File: config.mk
export PLATFORM = sky130hd
export DESIGN_NAME = pmuwk_top
export DESIGN_NICKNAME = d
export VERILOG_FILES = /design/src/verilog/pmuwk_pkg.sv /design/src/verilog/pmuwk_top.sv
export SDC_FILE = /design/constraint.sdc
export NUM_CORES = 1
export LEC_CHECK = 0
export BUFFER_PORTS_ARGS = -buffer_cell sky130_fd_sc_hd__buf_2
export CORE_MARGIN = 1
export CORE_UTILIZATION = 45
export DETAILED_ROUTE_END_ITERATION = 10
export GPL_TIMING_DRIVEN = 0
export PLACE_DENSITY = 0.72
export SLEW_MARGIN = 40
export SYNTH_ARGS = -nofsm -noshare
export SYNTH_HDL_FRONTEND = slang
export SYNTH_SLANG_ARGS = --single-unit
File: constraint.sdc
create_clock -name clk -period 2.05 [get_ports clk]
set_input_delay 0.1025 -clock clk [delete_from_list [all_inputs] [get_ports clk]]
set_output_delay 0.1025 -clock clk [all_outputs]
set_load 0.02 [all_outputs]
File: src/verilog/pmuwk_pkg.sv
// Constants shared by the power unit wake-up control block
package pmuwk_pkg;

  // Register addresses
  localparam logic [7:0] PMUWK_ADDR_CONFIG = 8'hb5;
  localparam logic [7:0] PMUWK_ADDR_FLAGS  = 8'hb6;
  localparam logic [7:0] PMUWK_ADDR_MODE   = 8'hb7;

  // wake_config field positions
  localparam int PMUWK_CF_SLEEP   = 7;
  localparam int PMUWK_CF_SUSPEND = 6;
  localparam int PMUWK_CF_CLEAR   = 5;
  localparam int PMUWK_CF_PIN_FLAG = 4;
  localparam int PMUWK_CF_SRC_HI  = 3;

  // wake_flags_ext field positions
  localparam int PMUWK_FL_BATT  = 2;
  localparam int PMUWK_FL_PULSE = 0;

  // power_unit_mode field positions
  localparam int PMUWK_MD_LFOE   = 7;
  localparam int PMUWK_MD_WAKE_OUT = 6;
  localparam int PMUWK_MD_MON_OFF  = 5;

  // Values after reset
  localparam logic [3:0] PMUWK_SRC_RST   = 4'h0;
  localparam logic [2:0] PMUWK_MODE_RST  = 3'h0;
  localparam logic [7:0] PMUWK_RDATA_RST = 8'h00;

  // Timing
  localparam int CLK_PERIOD_PS       = 5000;
  localparam int PIN_RESET_HOLD_NS   = 15;
  localparam int PIN_RESET_HOLD_CYC  =
    (PIN_RESET_HOLD_NS * 1000 * 1000 + CLK_PERIOD_PS - 1) / CLK_PERIOD_PS;
  localparam int HOLD_W              = 12;
  localparam int SETTLE_CYC          = 2;
  localparam int SETTLE_W            = 2;

  typedef enum logic [1:0] {
    PMUWK_ACTIVE,
    PMUWK_SLEEP,
    PMUWK_SUSPEND
  } pmuwk_state_e;

endpackage

File: src/verilog/pmuwk_top.sv
// Power unit wake-up control: low power entry, wake flags and mode pins
`timescale 1ns/100ps

module pmuwk_top
  import pmuwk_pkg::*;
(
  // Clock and reset
  input  wire logic       clk,
  input  wire logic       rst_n,
  // Register port
  input  wire logic [7:0] reg_addr,
  input  wire logic [7:0] reg_wdata,
  input  wire logic       reg_wr,
  input  wire logic       reg_rd,
  output logic      [7:0] reg_rdata,
  // Wake event sources and reset source event (one-cycle pulses on clk)
  input  wire logic       lf_osc_fail_evt,
  input  wire logic       alarm_evt,
  input  wire logic       port_match_evt,
  input  wire logic       comparator_zero_rise_evt,
  input  wire logic       battery_monitor_evt,
  input  wire logic       pulse_counter_evt,
  input  wire logic       reset_source_evt,
  // Reset pin, asynchronous
  input  wire logic       reset_pin_n,
  // Low-frequency clock to buffer out
  input  wire logic       lf_clk_in,
  // Power control
  output logic            sys_clk_en,
  output logic            core_regulator_on,
  output logic            lp_osc_force_on,
  output logic            supply_monitor_en,
  output logic            full_por_req,
  // P0.2 buffered clock pin
  output logic            p02_out,
  output logic            p02_oe_n,
  // P0.3 wake-up request pin
  output logic            p03_out,
  output logic            p03_oe_n
);
  import pmuwk_pkg::*;

  pmuwk_state_e       state_q;
  logic [3:0]         src_en_q;
  logic [3:0]         src_flag_q;
  logic               rst_flag_q;
  logic               batt_en_q;
  logic               batt_flag_q;
  logic               pulse_en_q;
  logic               pulse_flag_q;
  logic [2:0]         mode_q;
  logic [7:0]         reg_rdata_q;
  logic [SETTLE_W-1:0] settle_q;
  logic [HOLD_W-1:0]  hold_q;
  logic               pin_sync1_q;
  logic               pin_sync2_q;
  logic               pin_prev_q;
  logic               full_por_q;
  logic               pin_fall;
  logic               wr_cfg;
  logic               wr_fl;
  logic               clear_all;
  logic               any_flag;
  logic               wake;
  logic [3:0]         src_evt;

  ////////////////////////////////////////////////////////////////////////////
  // Reset pin synchroniser and edge detect

  always_ff @(posedge clk) begin
    if (!rst_n) begin
      pin_sync1_q <= 1'b1;
      pin_sync2_q <= 1'b1;
      pin_prev_q  <= 1'b1;
    end else begin
      pin_sync1_q <= reset_pin_n;
      pin_sync2_q <= pin_sync1_q;
      pin_prev_q  <= pin_sync2_q;
    end
  end

  assign pin_fall  = pin_prev_q & ~pin_sync2_q;
  assign wr_cfg    = reg_wr && (reg_addr == PMUWK_ADDR_CONFIG);
  assign wr_fl     = reg_wr && (reg_addr == PMUWK_ADDR_FLAGS);
  assign clear_all = wr_cfg && reg_wdata[PMUWK_CF_CLEAR];
  assign src_evt   = {lf_osc_fail_evt, alarm_evt, port_match_evt,
                      comparator_zero_rise_evt};
  assign any_flag  = rst_flag_q | (|src_flag_q) | batt_flag_q
                   | pulse_flag_q;

  // Enabled event or reset pin fall ends low power
  assign wake = pin_fall
              | (|(src_evt & src_en_q))
              | (battery_monitor_evt & batt_en_q)
              | (pulse_counter_evt & pulse_en_q);

  ////////////////////////////////////////////////////////////////////////////
  // Enables: sources rewritten by each config write, so entry carries them along; battery and pulse by each flags write

  always_ff @(posedge clk) begin
    if (!rst_n) begin
      src_en_q   <= PMUWK_SRC_RST;
      batt_en_q  <= 1'b0;
      pulse_en_q <= 1'b0;
    end else begin
      if (wr_cfg) begin
        src_en_q <= reg_wdata[PMUWK_CF_SRC_HI:0];
      end
      if (wr_fl) begin
        batt_en_q  <= reg_wdata[PMUWK_FL_BATT];
        pulse_en_q <= reg_wdata[PMUWK_FL_PULSE];
      end
    end
  end

  ////////////////////////////////////////////////////////////////////////////
  // Flags: an event in the clearing cycle still sets its flag

  genvar gi;
  generate
    for (gi = 0; gi < 4; gi++) begin : g_src_flag
      always_ff @(posedge clk) begin
        if (!rst_n) begin
          src_flag_q[gi] <= 1'b0;
        end else if (src_evt[gi]) begin
          src_flag_q[gi] <= 1'b1;
        end else if (clear_all) begin
          src_flag_q[gi] <= 1'b0;
        end
      end
    end
  endgenerate

  always_ff @(posedge clk) begin
    if (!rst_n) begin
      rst_flag_q   <= 1'b0;
      batt_flag_q  <= 1'b0;
      pulse_flag_q <= 1'b0;
    end else begin
      if (pin_fall) begin
        rst_flag_q <= 1'b1;
      end else if (clear_all) begin
        rst_flag_q <= 1'b0;
      end
      if (battery_monitor_evt) begin
        batt_flag_q <= 1'b1;
      end else if (clear_all) begin
        batt_flag_q <= 1'b0;
      end
      if (pulse_counter_evt) begin
        pulse_flag_q <= 1'b1;
      end else if (clear_all) begin
        pulse_flag_q <= 1'b0;
      end
    end
  end

  ////////////////////////////////////////////////////////////////////////////
  // Low power state

  always_ff @(posedge clk) begin
    if (!rst_n) begin
      state_q <= PMUWK_ACTIVE;
    end else begin
      unique case (state_q)
        PMUWK_ACTIVE: begin
          // Entry refused while a flag stands or the pin hold runs
          if (wr_cfg && !any_flag && hold_q == '0) begin
            if (reg_wdata[PMUWK_CF_SLEEP]) begin
              state_q <= PMUWK_SLEEP;
            end else if (reg_wdata[PMUWK_CF_SUSPEND]) begin
              state_q <= PMUWK_SUSPEND;
            end
          end
        end
        PMUWK_SLEEP: begin
          if (wake) begin
            state_q <= PMUWK_ACTIVE;
          end
        end
        PMUWK_SUSPEND: begin
          if (wake) begin
            state_q <= PMUWK_ACTIVE;
          end
        end
      endcase
    end
  end

  // Flags are masked while they settle after a suspend wake
  always_ff @(posedge clk) begin
    if (!rst_n) begin
      settle_q <= '0;
    end else if (state_q == PMUWK_SUSPEND && wake) begin
      settle_q <= SETTLE_W'(SETTLE_CYC);
    end else if (settle_q != '0) begin
      settle_q <= settle_q - 1'b1;
    end
  end

  // Pin reset needs the device awake long enough to act
  always_ff @(posedge clk) begin
    if (!rst_n) begin
      hold_q <= '0;
    end else if (pin_fall) begin
      hold_q <= HOLD_W'(PIN_RESET_HOLD_CYC);
    end else if (hold_q != '0) begin
      hold_q <= hold_q - 1'b1;
    end
  end

  ////////////////////////////////////////////////////////////////////////////
  // Mode register and supply monitor

  always_ff @(posedge clk) begin
    if (!rst_n) begin
      mode_q     <= PMUWK_MODE_RST;
      full_por_q <= 1'b0;
    end else begin
      full_por_q <= reset_source_evt & mode_q[0];
      if (reset_source_evt && mode_q[0]) begin
        mode_q[0] <= 1'b0;
      end else if (reg_wr && reg_addr == PMUWK_ADDR_MODE) begin
        mode_q <= reg_wdata[PMUWK_MD_LFOE:PMUWK_MD_MON_OFF];
      end
    end
  end

  ////////////////////////////////////////////////////////////////////////////
  // Read data, one cycle after the strobe

  always_ff @(posedge clk) begin
    if (!rst_n) begin
      reg_rdata_q <= PMUWK_RDATA_RST;
    end else if (reg_rd) begin
      reg_rdata_q <= PMUWK_RDATA_RST;
      unique case (reg_addr)
        PMUWK_ADDR_CONFIG: begin
          if (settle_q == '0) begin
            // Strobe bits stay zero
            reg_rdata_q <= {3'h0, rst_flag_q, src_flag_q};
          end
        end
        PMUWK_ADDR_FLAGS: begin
          if (settle_q == '0) begin
            reg_rdata_q <= {5'h00, batt_flag_q, 1'b0, pulse_flag_q};
          end
        end
        PMUWK_ADDR_MODE: begin
          reg_rdata_q <= {mode_q, 5'h00};
        end
        default: begin
          reg_rdata_q <= PMUWK_RDATA_RST;
        end
      endcase
    end else begin
      reg_rdata_q <= PMUWK_RDATA_RST;
    end
  end

  ////////////////////////////////////////////////////////////////////////////
  // Outputs

  assign reg_rdata         = reg_rdata_q;
  assign sys_clk_en        = (state_q == PMUWK_ACTIVE);
  assign core_regulator_on = (state_q != PMUWK_SLEEP);
  assign lp_osc_force_on   = any_flag;
  assign supply_monitor_en = ~mode_q[0];
  assign full_por_req      = full_por_q;
  // Clock is gated by the output enable bit, so the pin stays low while disabled
  assign p02_out           = mode_q[2] & lf_clk_in;
  assign p02_oe_n          = ~mode_q[2];
  // High while asleep, low once awake so that others wake too
  assign p03_out           = (state_q == PMUWK_SLEEP);
  assign p03_oe_n          = ~mode_q[1];

endmodule

==> impl_results.md, run 1 <==
- Slew Viols, Final: 0
- DRC errors left: 0
- Synth Cell Area: 0.001819 sq mm
- Max Cap Viol: 0
- Clock transition at path regs: 0.09 ns
- Worst vdd ir: 0.7337 mV
- Number of flops mapped to enable cells by yosys: 0
- Count of final setup violators: 0
- Clock buffer depth: 2
- Post-layout util: 60.62%
- Hold wc startpoint: lf_osc_fail_evt
- Least-Margin Pin Slew: 0.5562 ns
- Core area: 0.003771 sq mm
- Sequential Power Share: 43.1%
- Fmax: 497.8 MHz
- Setup TNS: 0 ns
- Post-Route WL: 3894 um
- Final ANT Viol Nets: 0
- P_leak: 0.9858 nW
- Power, Total: 2.587 mW
- Place WS: -0.08683 ns
- TritonCTS clock tree: done
- Critical Path, Cell by Cell: or4_4 -> nand4bb_1 -> buf_6 -> o41ai_4 -> o21ai_2 -> a32o_1
- RSZ-0062 raised after global routing: yes
- Worst Setup SP: hold_q[5]
- Clk pwr share: 22.1%
- Detailed Place HPWL: 2712 um
- Worst path arrival time: 2.20 ns
- Clock Root Buffer: clkbuf_8
- Req. time, crit path: 2.24 ns
- Num CTS Buffers: 5
- Reg2Reg Launch Point: hold_q[5]
- Nets: 283
- Via count: 1522
- Commonest non-fill, non-tap cell in the layout: buf_2
- Gr ovfl total: 0
- Crit path max-delay family: simple AND/OR/NAND/NOR gates
- Chip Height: 65.58 um
- Row cnt: 22
- GRT Util Overall: 19.05%
- Async set or reset register ratio after synthesis: 0%
- DIE WIDTH: 65.58 um
- Vias in the first global route: 1395
- First-pass iteration count of the detailed router: 4
- H-tree depth: 2
- Area grow syn2layout: 25.65%
- Mapped Avg Cell Area: 9.378 sq um
- IO buf count: 44
- Most frequent cells in the layout: buf_2, dfxtp_1, nor2_1
- CP max stage delay: 0.58 ns
- P_int: 1.709 mW
- WS Path Type: flip-flop to flip-flop
- Largest net degree at the start of global routing: 15
- Distinct cells, synth: 39
- N_diodes: 0
- Max-slew headroom: 62.84%
- Initial antenna violation count: 0
- Share of layout cells above drive strength 1: 27.20%
- Comb pwr share: 34.7%
- Bufs and invs on worst path: 1
- Final-report hold violation count: 0
- Vias/cell: 5.107
- Tcrit/Tclk final: 98.00%
- Crit start category: flip-flop
- Placer Congestion: 0.7761
- Synthesized Nets: 228
- Wirelength per Cell: 13.07 um
- IO Count: 46
- Die area: 0.004301 sq mm
- Critical path capture point type: flip-flop
- Status: finished, final reports clean
- Net Switching: 0.8778 mW
- Synth Flop Type: dfxtp_1
- CP max stage cell: or4_4
- Clock Latency Late Sink: 0.30 ns
- Initial DRC Count: 44
- Clock sink total: 44
- P per Cell Area: 1132 mW/mm^2
- Gate Count Post-Synth: 194
- Global-route wire length before repair: 6216 um
- Post-layout min period: 2.009 ns
- Switching share of power: 33.94%
- Setup ws final: 0.04102 ns
- Clock Skews: 0.01113 ns
- Maximum fanout along the worst path: 6
- Yosys reg bits: 44
- Min Hold Slack: 0.02663 ns
- HP Class: primary input to flip-flop
- Starting Density: 48.24%
- Ys Warns: 0
- Sequential share of the synthesized area: 48.42%
[cell families after synthesis]
family                     synth area share [%]
and+or+nand+nor                           23.32
adders and majority gates                 3.439
buffers and inverters                     3.920
xor gates and xnor gates                  3.851
muxes                                     5.571
AOI/OAI and AO/OA                         11.49
DFF                                       48.42
[Yosys cell counts (2+ instances only)]
library cell	n	area, sq um
dfxtp_1	44	880.8
nor2_1	29	108.9
a21oi_1	14	70.07
inv_1	12	45.04
nand2_1	11	41.29
mux2i_1	9	90.09
a22oi_1	6	45.04
nor3_1	6	30.03
ha_1	5	62.56
nor2b_1	5	31.28
and2_1	4	25.02
nand2b_1	4	25.02
xnor2_1	4	35.03
xor2_1	4	35.03
and4b_1	3	30.03
clkbuf_1	3	11.26
nand4_1	3	18.77
a32o_1	2	20.02
buf_1	2	7.510
nand3_1	2	10.01
nor3b_1	2	15.01
nor4_1	2	12.51
nor4b_1	2	17.52
[worst min-delay path: stages]
cell     delay (ns)
buf_2          0.09
a21oi_1        0.04
nor2_1         0.07
[per-stage QoR]
step,instance area (sq um),instances
floorplan,1819,194
global placement,2100,286
detailed placement,2100,286
CTS,2227,295
global route,2286,298
finish,2286,298
[power by group through the flow]
| stage | logic (mW) | registers [mW] | clock network, mW |
|---|---|---|---|
| final | 0.899 | 1.12 | 0.572 |
| after global routing | 0.997 | 1.13 | 0.612 |
| after CTS | 0.741 | 1.09 | 0.579 |
| after detailed placement | 0.692 | 1.10 | 0 |
| after global placement | 0.668 | 1.09 | 0 |
| after floorplan | 0.560 | 1.07 | 0 |
[per-layer routing]
| metal | global-route usage [%] | wire, um | vias up | share of wire [%] |
|---|---|---|---|---|
| li1 | - | - | 781 | - |
| met1 | 23.24 | 1884 | 693 | 48 |
| met2 | 31.19 | 1733 | 40 | 45 |
| met3 | 4.167 | 207 | 8 | 5.3 |
| met4 | 9.783 | 69 | 0 | 1.8 |
| met5 | 0 | 0 | - | 0 |
[state kept, by name (all words and copies together), names as in the netlist]
| name | count |
|---|---|
| hold_q | 12 |
| batt_flag_q | 1 |
| src_flag_q | 4 |
| settle_q | 2 |
| mode_q | 3 |
| full_por_req | 1 |
| pin_sync2_q | 1 |
| src_en_q | 4 |
| batt_en_q | 1 |
| pulse_flag_q | 1 |
| pulse_en_q | 1 |
| pin_prev_q | 1 |
| reg_rdata | 8 |
| pin_sync1_q | 1 |
| rst_flag_q | 1 |
| state_q | 2 |
[worst paths after layout]
path	endpoint	slack, ns	cells past startpoint
worst max-delay path	state_q[1]	0.04	6
worst min-delay path	src_flag_q[3]	0.03	3
worst max register to register	state_q[1]	0.04	6
worst min register to register	pin_sync2_q	0.42	1
[layout make-up]
cell class / count / area [sq um]
inverters: 12 / 45.04
multi-input cells: 132 / 918.4
clock inverters: 2 / 15.01
flip-flops and latches: 44 / 882.1
well taps: 48 / 60.06
clock buffers: 6 / 82.58
plain buffers: 6 / 30.03
repair buffers: 48 / 252.7
fillers: 335 / 1485
[timing repair]
| action | in CTS | in global routing |
|---|---|---|
| hold endpoints to repair | 1 | 0 |
| endpoints found under the setup margin | 6 | 6 |
| gates resized for setup | 3 | 7 |
| hold buffers | 1 | 0 |
| buffers inserted | 0 | 3 |
| pin swaps | 1 | 3 |
Note: power is estimated with default switching activity, not from simulation.
==> run 2: changes to the inputs <==
--- a/config.mk
+++ b/config.mk
@@ -12,3 +12,3 @@
 export GPL_TIMING_DRIVEN = 0
-export PLACE_DENSITY = 0.72
+export PLACE_DENSITY_LB_ADDON = 0.12
 export SLEW_MARGIN = 40
==> constraint.sdc (replaced) <==
create_clock -name clk -period 2.05 [get_ports clk]
set_input_delay 0 -clock clk [delete_from_list [all_inputs] [get_ports clk]]
set_output_delay 0 -clock clk [all_outputs]
set_load 0.02 [all_outputs]
==> run 2 against run 1 <==
  * Clock skew down 0.0050 ns
  * Clock power grew 13%
  * Largest power group unchanged
  * Highest routed layer unchanged
  * Global-route usage rose by 0.70 points
  * Critical endpoint unchanged
  * Combinational power decreased by 0.7%
  * Non-clock buffer count is 16 higher
==> impl_results.md, run 2 (synthesis results as in run 1) <==
- Final ANT Viol Nets: 0 (unchanged)
- Worst vdd ir: 0.5126 mV (-30%)
- Initial DRC Count: 90 (+100%)
- Status: finished, final reports clean
- GRT Util Overall: 19.74% (+0.70 points)
- Via count: 1548 (+1.7%)
- RSZ-0062 raised after global routing: yes
- P per Cell Area: 1083 mW/mm^2 (-4.3%)
- Share of layout cells above drive strength 1: 25.56% (-1.6 points)
- Design Area, Final: 0.002447 sq mm (+7.1%)
- WS Path Type: flip-flop to flip-flop
- Die area: 0.004301 sq mm (unchanged)
- Core area: 0.003771 sq mm (unchanged)
- Maximum fanout along the worst path: 5 (-1)
- Slew Viols, Final: 0 (unchanged)
- Fmax: 508.6 MHz (+2.2%)
- Starting Density: 48.24% (unchanged)
- IO buf count: 44 (unchanged)
- H-tree depth: 2 (unchanged)
- Fin cells: 314 (+5.4%)
- Clock transition at path regs: 0.08 ns (about the same)
- First-pass iteration count of the detailed router: 4 (unchanged)
- Wire length on met2: 1658 um (-4.3%)
- Post-Route WL: 3880 um (-0.36%)
- Detailed Place HPWL: 2654 um (-2.1%)
- Initial antenna violation count: 0 (unchanged)
- DIE WIDTH: 65.58 um (unchanged)
- Vias in the first global route: 1431 (+2.6%)
- Clock Latency Late Sink: 0.29 ns (about the same)
- Post-layout min period: 1.966 ns (-0.04289 ns)
- P_leak: 1.068 nW (+8.3%)
- Largest Register: hold_q
- Max Cap Viol: 0 (unchanged)
- WL met1: 2029 um (+7.7%)
- Commonest non-fill, non-tap cell in the layout: buf_2
- Placed insts: 286 (unchanged)
- Critical path capture point type: flip-flop
- Clock Root Buffer: clkbuf_8
- WL met3: 147 um (-29%)
- Count of final setup violators: 0 (unchanged)
- HP Class: primary input to flip-flop
- Max-slew headroom: 62.31% (-0.53 points)
- Chip Height: 65.58 um (unchanged)
- Clock Skews: 0.006176 ns (-0.004954 ns)
- N_diodes: 0 (unchanged)
- Worst path arrival time: 2.15 ns (-0.05 ns)
- Tcrit/Tclk final: 95.91% (-2.1 points)
- TritonCTS clock tree: done
- Req. time, crit path: 2.24 ns (about the same)
- Vias/cell: 4.930 (-3.5%)
- Area grow syn2layout: 34.53%
- Gr ovfl total: 0 (unchanged)
- Global-route wire length before repair: 6389 um (+2.8%)
- Nets: 299 (+5.7%)
- Row cnt: 22 (unchanged)
- Wirelength per Cell: 12.36 um (-5.4%)
- Most frequent cells in the layout: buf_2, dfxtp_1, nor2_1
- Least-Margin Pin Slew: 0.5641 ns (+0.007878 ns)
- Largest net degree at the start of global routing: 14 (-1)
- Max reg flops: 12 (unchanged)
- Clock buffer depth: 2 (unchanged)
- DRC errors left: 0 (unchanged)
- Placed cell area: 0.002100 sq mm (unchanged)
- Placer Congestion: 0.7466 (-3.8%)
- DR top layer: met4
- IO Count: 46 (unchanged)
- Crit start category: flip-flop
- Num CTS Buffers: 5 (unchanged)
- Final-report hold violation count: 0 (unchanged)
- Clock sink total: 44 (unchanged)
-- run 2: changes by cell type in the layout (fill, tap and decap cells not counted), moves of 2 or more --
cell,before,now
clkinvlp_4,2,0
dfxtp_1,43,41
dfxtp_2,1,3
dlygate4sd3_1,1,16
-- run 2: worst paths after layout --
kind                                   from      endpoint  slack [ns]  depth (start not counted)
worst max register to register    hold_q[7]    state_q[1]        0.08                          6
worst min register to register  pin_sync1_q   pin_sync2_q        0.41                          1
worst max-delay path              hold_q[7]    state_q[1]        0.08                          6
worst min-delay path                  rst_n  reg_rdata[6]        0.05                          3
-- run 2: worst max-delay path, stage by stage, from the launching register on --
cell	delay, ns
dfxtp_2	0.33
or4_4	0.55
nand4bb_1	0.21
buf_6	0.16
o41ai_4	0.22
o21ai_2	0.10
a32o_1	0.27
-- run 2: final cells by class --
cell class | count | area [sq um]
inverter | 12 | 45.04
multi-input combinational | 132 | 909.6
sequential | 44 | 884.6
clock buffer | 6 | 72.57
timing repair buffer | 64 | 410.4
tap | 48 | 60.06
fill | 310 | 1324
buffer | 6 | 30.03
clock inverter | 2 | 35.03
-- run 2: what timing repair did --
| item | in CTS | in global routing |
|---|---|---|
| pin swaps | 0 | 3 |
| cloned | 0 | 0 |
| setup buffers | 0 | 4 |
| setup endpoints to repair | 5 | 6 |
| hold buffers | 16 | 0 |
| gates resized for setup | 3 | 7 |
| hold endpoints to repair | 17 | 0 |
-- run 2: where the power goes --
| part | leakage [nW] | switching [mW] | total [mW] | internal, mW |
|---|---|---|---|---|
| Combinational | 0.652 | 0.409 | 0.893 | 0.484 |
| Sequential | 0.361 | 0.141 | 1.11 | 0.973 |
| Clock | 0.0552 | 0.282 | 0.644 | 0.362 |
-- run 2: through the flow --
step	util [%]	power, mW	hold slack [ns]	TNS (ns)	setup slack [ns]
2_1_floorplan	-	1.634	0.1015	0	0.1203
6_report	64.90	2.651	0.04809	0	0.08391
3_3_place_gp	55.67	1.771	0.1818	-0.2261	-0.05955
3_5_place_dp	55.67	1.766	0.1856	-0.1755	-0.05608
5_1_grt	64.90	2.814	0.05593	-0.008407	-0.007023
4_1_cts	63.17	2.470	0.05327	0	0.009485
-- run 2: per-layer routing --
layer,up-vias,track usage (%)
li1,813,-
met1,693,25.75
met2,36,30.54
met3,6,6.424
met4,0,6.522
met5,-,0
==> run 3: changes to the inputs <==
--- a/constraint.sdc
+++ b/constraint.sdc
@@ -3,2 +3,2 @@
 set_output_delay 0 -clock clk [all_outputs]
-set_load 0.02 [all_outputs]
+set_load 0.1 [all_outputs]
==> run 3 against run 2 <==
  * Critical path depth is the same
  * Fmax shrank 3.5%
  * Combinational power grew 1%
  * Sequential power is essentially flat
  * Cell count shrank 0.64%
  * Register-to-register slack lost 0.07 ns
  * Worst setup slack lost 0.070 ns
  * Clock power shrank 22%
  * Cell area shrank 1.5%
  * Hold slack gained 0.0014 ns
  * Die area is the same
  * Critical endpoint unchanged
==> impl_results.md, run 3 (synthesis results as in run 1) <==
- Place WS: -0.07333 ns (-0.01725 ns)
- Maximum fanout along the worst path: 5 (unchanged)
- Fmax: 491.0 MHz (-3.5%)
- Count of final setup violators: 0 (unchanged)
- Initial antenna violation count: 0 (unchanged)
- Vias/cell: 5.083 (+3.1%)
- Least-Margin Pin Slew: 0.6009 ns (+0.03682 ns)
- Clock buffer depth: 2 (unchanged)
- Global-route wire length before repair: 6713 um (+5.1%)
- Max-slew headroom: 59.57% (-2.7 points)
- Starting Density: 48.24% (unchanged)
- IO buf count: 44 (unchanged)
- Detailed Place HPWL: 2755 um (+3.8%)
- Tcrit/Tclk final: 99.34% (+3.4 points)
- DRC errors left: 0 (unchanged)
- Chip Height: 65.58 um (unchanged)
- Placer Congestion: 0.7406 (-0.80%)
- Final ANT Viol Nets: 0 (unchanged)
- Max reg flops: 12 (unchanged)
- H-tree depth: 2 (unchanged)
- Worst vdd ir: 0.5565 mV (+8.6%)
- Share of layout cells above drive strength 1: 25.76% (+0.19 points)
- Clock Root Buffer: clkbuf_8
- Worst path arrival time: 2.22 ns (+0.07 ns)
- CP max stage delay: 0.58 ns (+0.03 ns)
- Num CTS Buffers: 5 (unchanged)
- P per Cell Area: 1043 mW/mm^2 (-3.7%)
- WS Path Type: flip-flop to flip-flop
- Most frequent cells in the layout: buf_2, dfxtp_1, nor2_1
- Power, Total: 2.513 mW (-5.2%)
- Gr ovfl total: 0 (unchanged)
- Post-Route WL: 4022 um (+3.7%)
- Largest net degree at the start of global routing: 13 (-1)
- TritonCTS clock tree: done
- Post-layout min period: 2.036 ns (+0.07041 ns)
- Setup ws final: 0.01350 ns (-0.07041 ns)
- GRT Util Overall: 20.70% (+0.96 points)
- Clock sink total: 44 (unchanged)
- Wirelength per Cell: 12.89 um (+4.3%)
- Clock Latency Late Sink: 0.29 ns (about the same)
- Clock transition at path regs: 0.08 ns (about the same)
- Core area: 0.003771 sq mm (unchanged)
- Row cnt: 22 (unchanged)
- Largest Register: hold_q
- Final-report hold violation count: 0 (unchanged)
- Die area: 0.004301 sq mm (unchanged)
- P_leak: 1.047 nW (-1.9%)
- HP Class: primary input to flip-flop
- Req. time, crit path: 2.23 ns (about the same)
- Min Hold Slack: 0.04952 ns (+0.001434 ns)
- DIE WIDTH: 65.58 um (unchanged)
- Fin cells: 312 (-0.64%)
- Slew Viols, Final: 0 (unchanged)
- Post-layout util: 63.90% (-1.0 points)
- Critical Path, Cell by Cell: or4_4 -> nand4bb_1 -> buf_6 -> o41ai_4 -> o21ai_2 -> a32o_1
- Max Cap Viol: 0 (unchanged)
- Clock Skews: 0.006833 ns (+0.0006570 ns)
- Critical path capture point type: flip-flop
- CP max stage cell: or4_4
- Via count: 1586 (+2.5%)
- N_diodes: 0 (unchanged)
- Crit start category: flip-flop
- Area grow syn2layout: 32.46%
- Vias in the first global route: 1533 (+7.1%)
- First-pass iteration count of the detailed router: 4 (unchanged)
- Nets: 298 (-0.33%)
- Placed insts: 286 (unchanged)
- RSZ-0062 raised after global routing: yes
- Initial DRC Count: 71 (-21%)
- Status: finished, final reports clean
- IO Count: 46 (unchanged)
- Commonest non-fill, non-tap cell in the layout: buf_2
run 3: cell count changes in the layout (fill, tap and decap cells not counted), sizes merged:
cell	delta
bufinv	-1
dlygate4sd3	-1
run 3: final cells by class:
type,instances,area [sq um]
plain buffers,6,30.03
flip-flops and latches,44,884.6
clock inverters,1,5.005
clock buffers,6,72.57
repair buffers,63,400.4
multi-input cells,132,912.1
inverters,12,45.04
well taps,48,60.06
fillers,327,1361
run 3: per-layer routing:
metal	global-route usage [%]	share of wire, %
met3	5.208	5.0
met2	31.70	45
met5	0	0
met4	11.41	1.4
met1	26.39	49
run 3: timing repair:
action / 4_1_cts / 5_1_grt
hold buffers: 15 / 0
resized for setup: 3 / 7
buffers inserted: 0 / 4
endpoints found under the hold margin: 17 / 0
pin swaps: 0 / 3
endpoints found under the setup margin: 5 / 6
run 3: path summary, 6_finish.rpt:
path,endpoint,depth (start not counted),slack [ns],startpoint
setup reg to reg,state_q[1],6,0.01,hold_q[6]
hold / removal,reg_rdata[7],3,0.05,rst_n
setup / recovery,state_q[1],6,0.01,hold_q[6]
hold reg to reg,pin_sync2_q,1,0.41,pin_sync1_q
run 3: per-stage QoR:
step                TNS [ns]  area, sq um
floorplan                  0         1822
CTS                        0         2345
global route        -0.07494         2410
global placement     -0.1955         2102
detailed placement   -0.1682         2102
finish                     0         2410
run 3: critical path: cells and delay by family, from the launching register on:
family,cells,cell delay (ns)
AOI/OAI and AO/OA,3,0.61
buffers and inverters,1,0.17
DFF,1,0.34
and+or+nand+nor,2,0.81
run 3: report_power, final:
| group | leakage (nW) | internal, mW | switching, mW |
|---|---|---|---|
| logic | 0.646 | 0.477 | 0.426 |
| clock network | 0.0410 | 0.232 | 0.268 |
| registers | 0.361 | 0.973 | 0.137 |
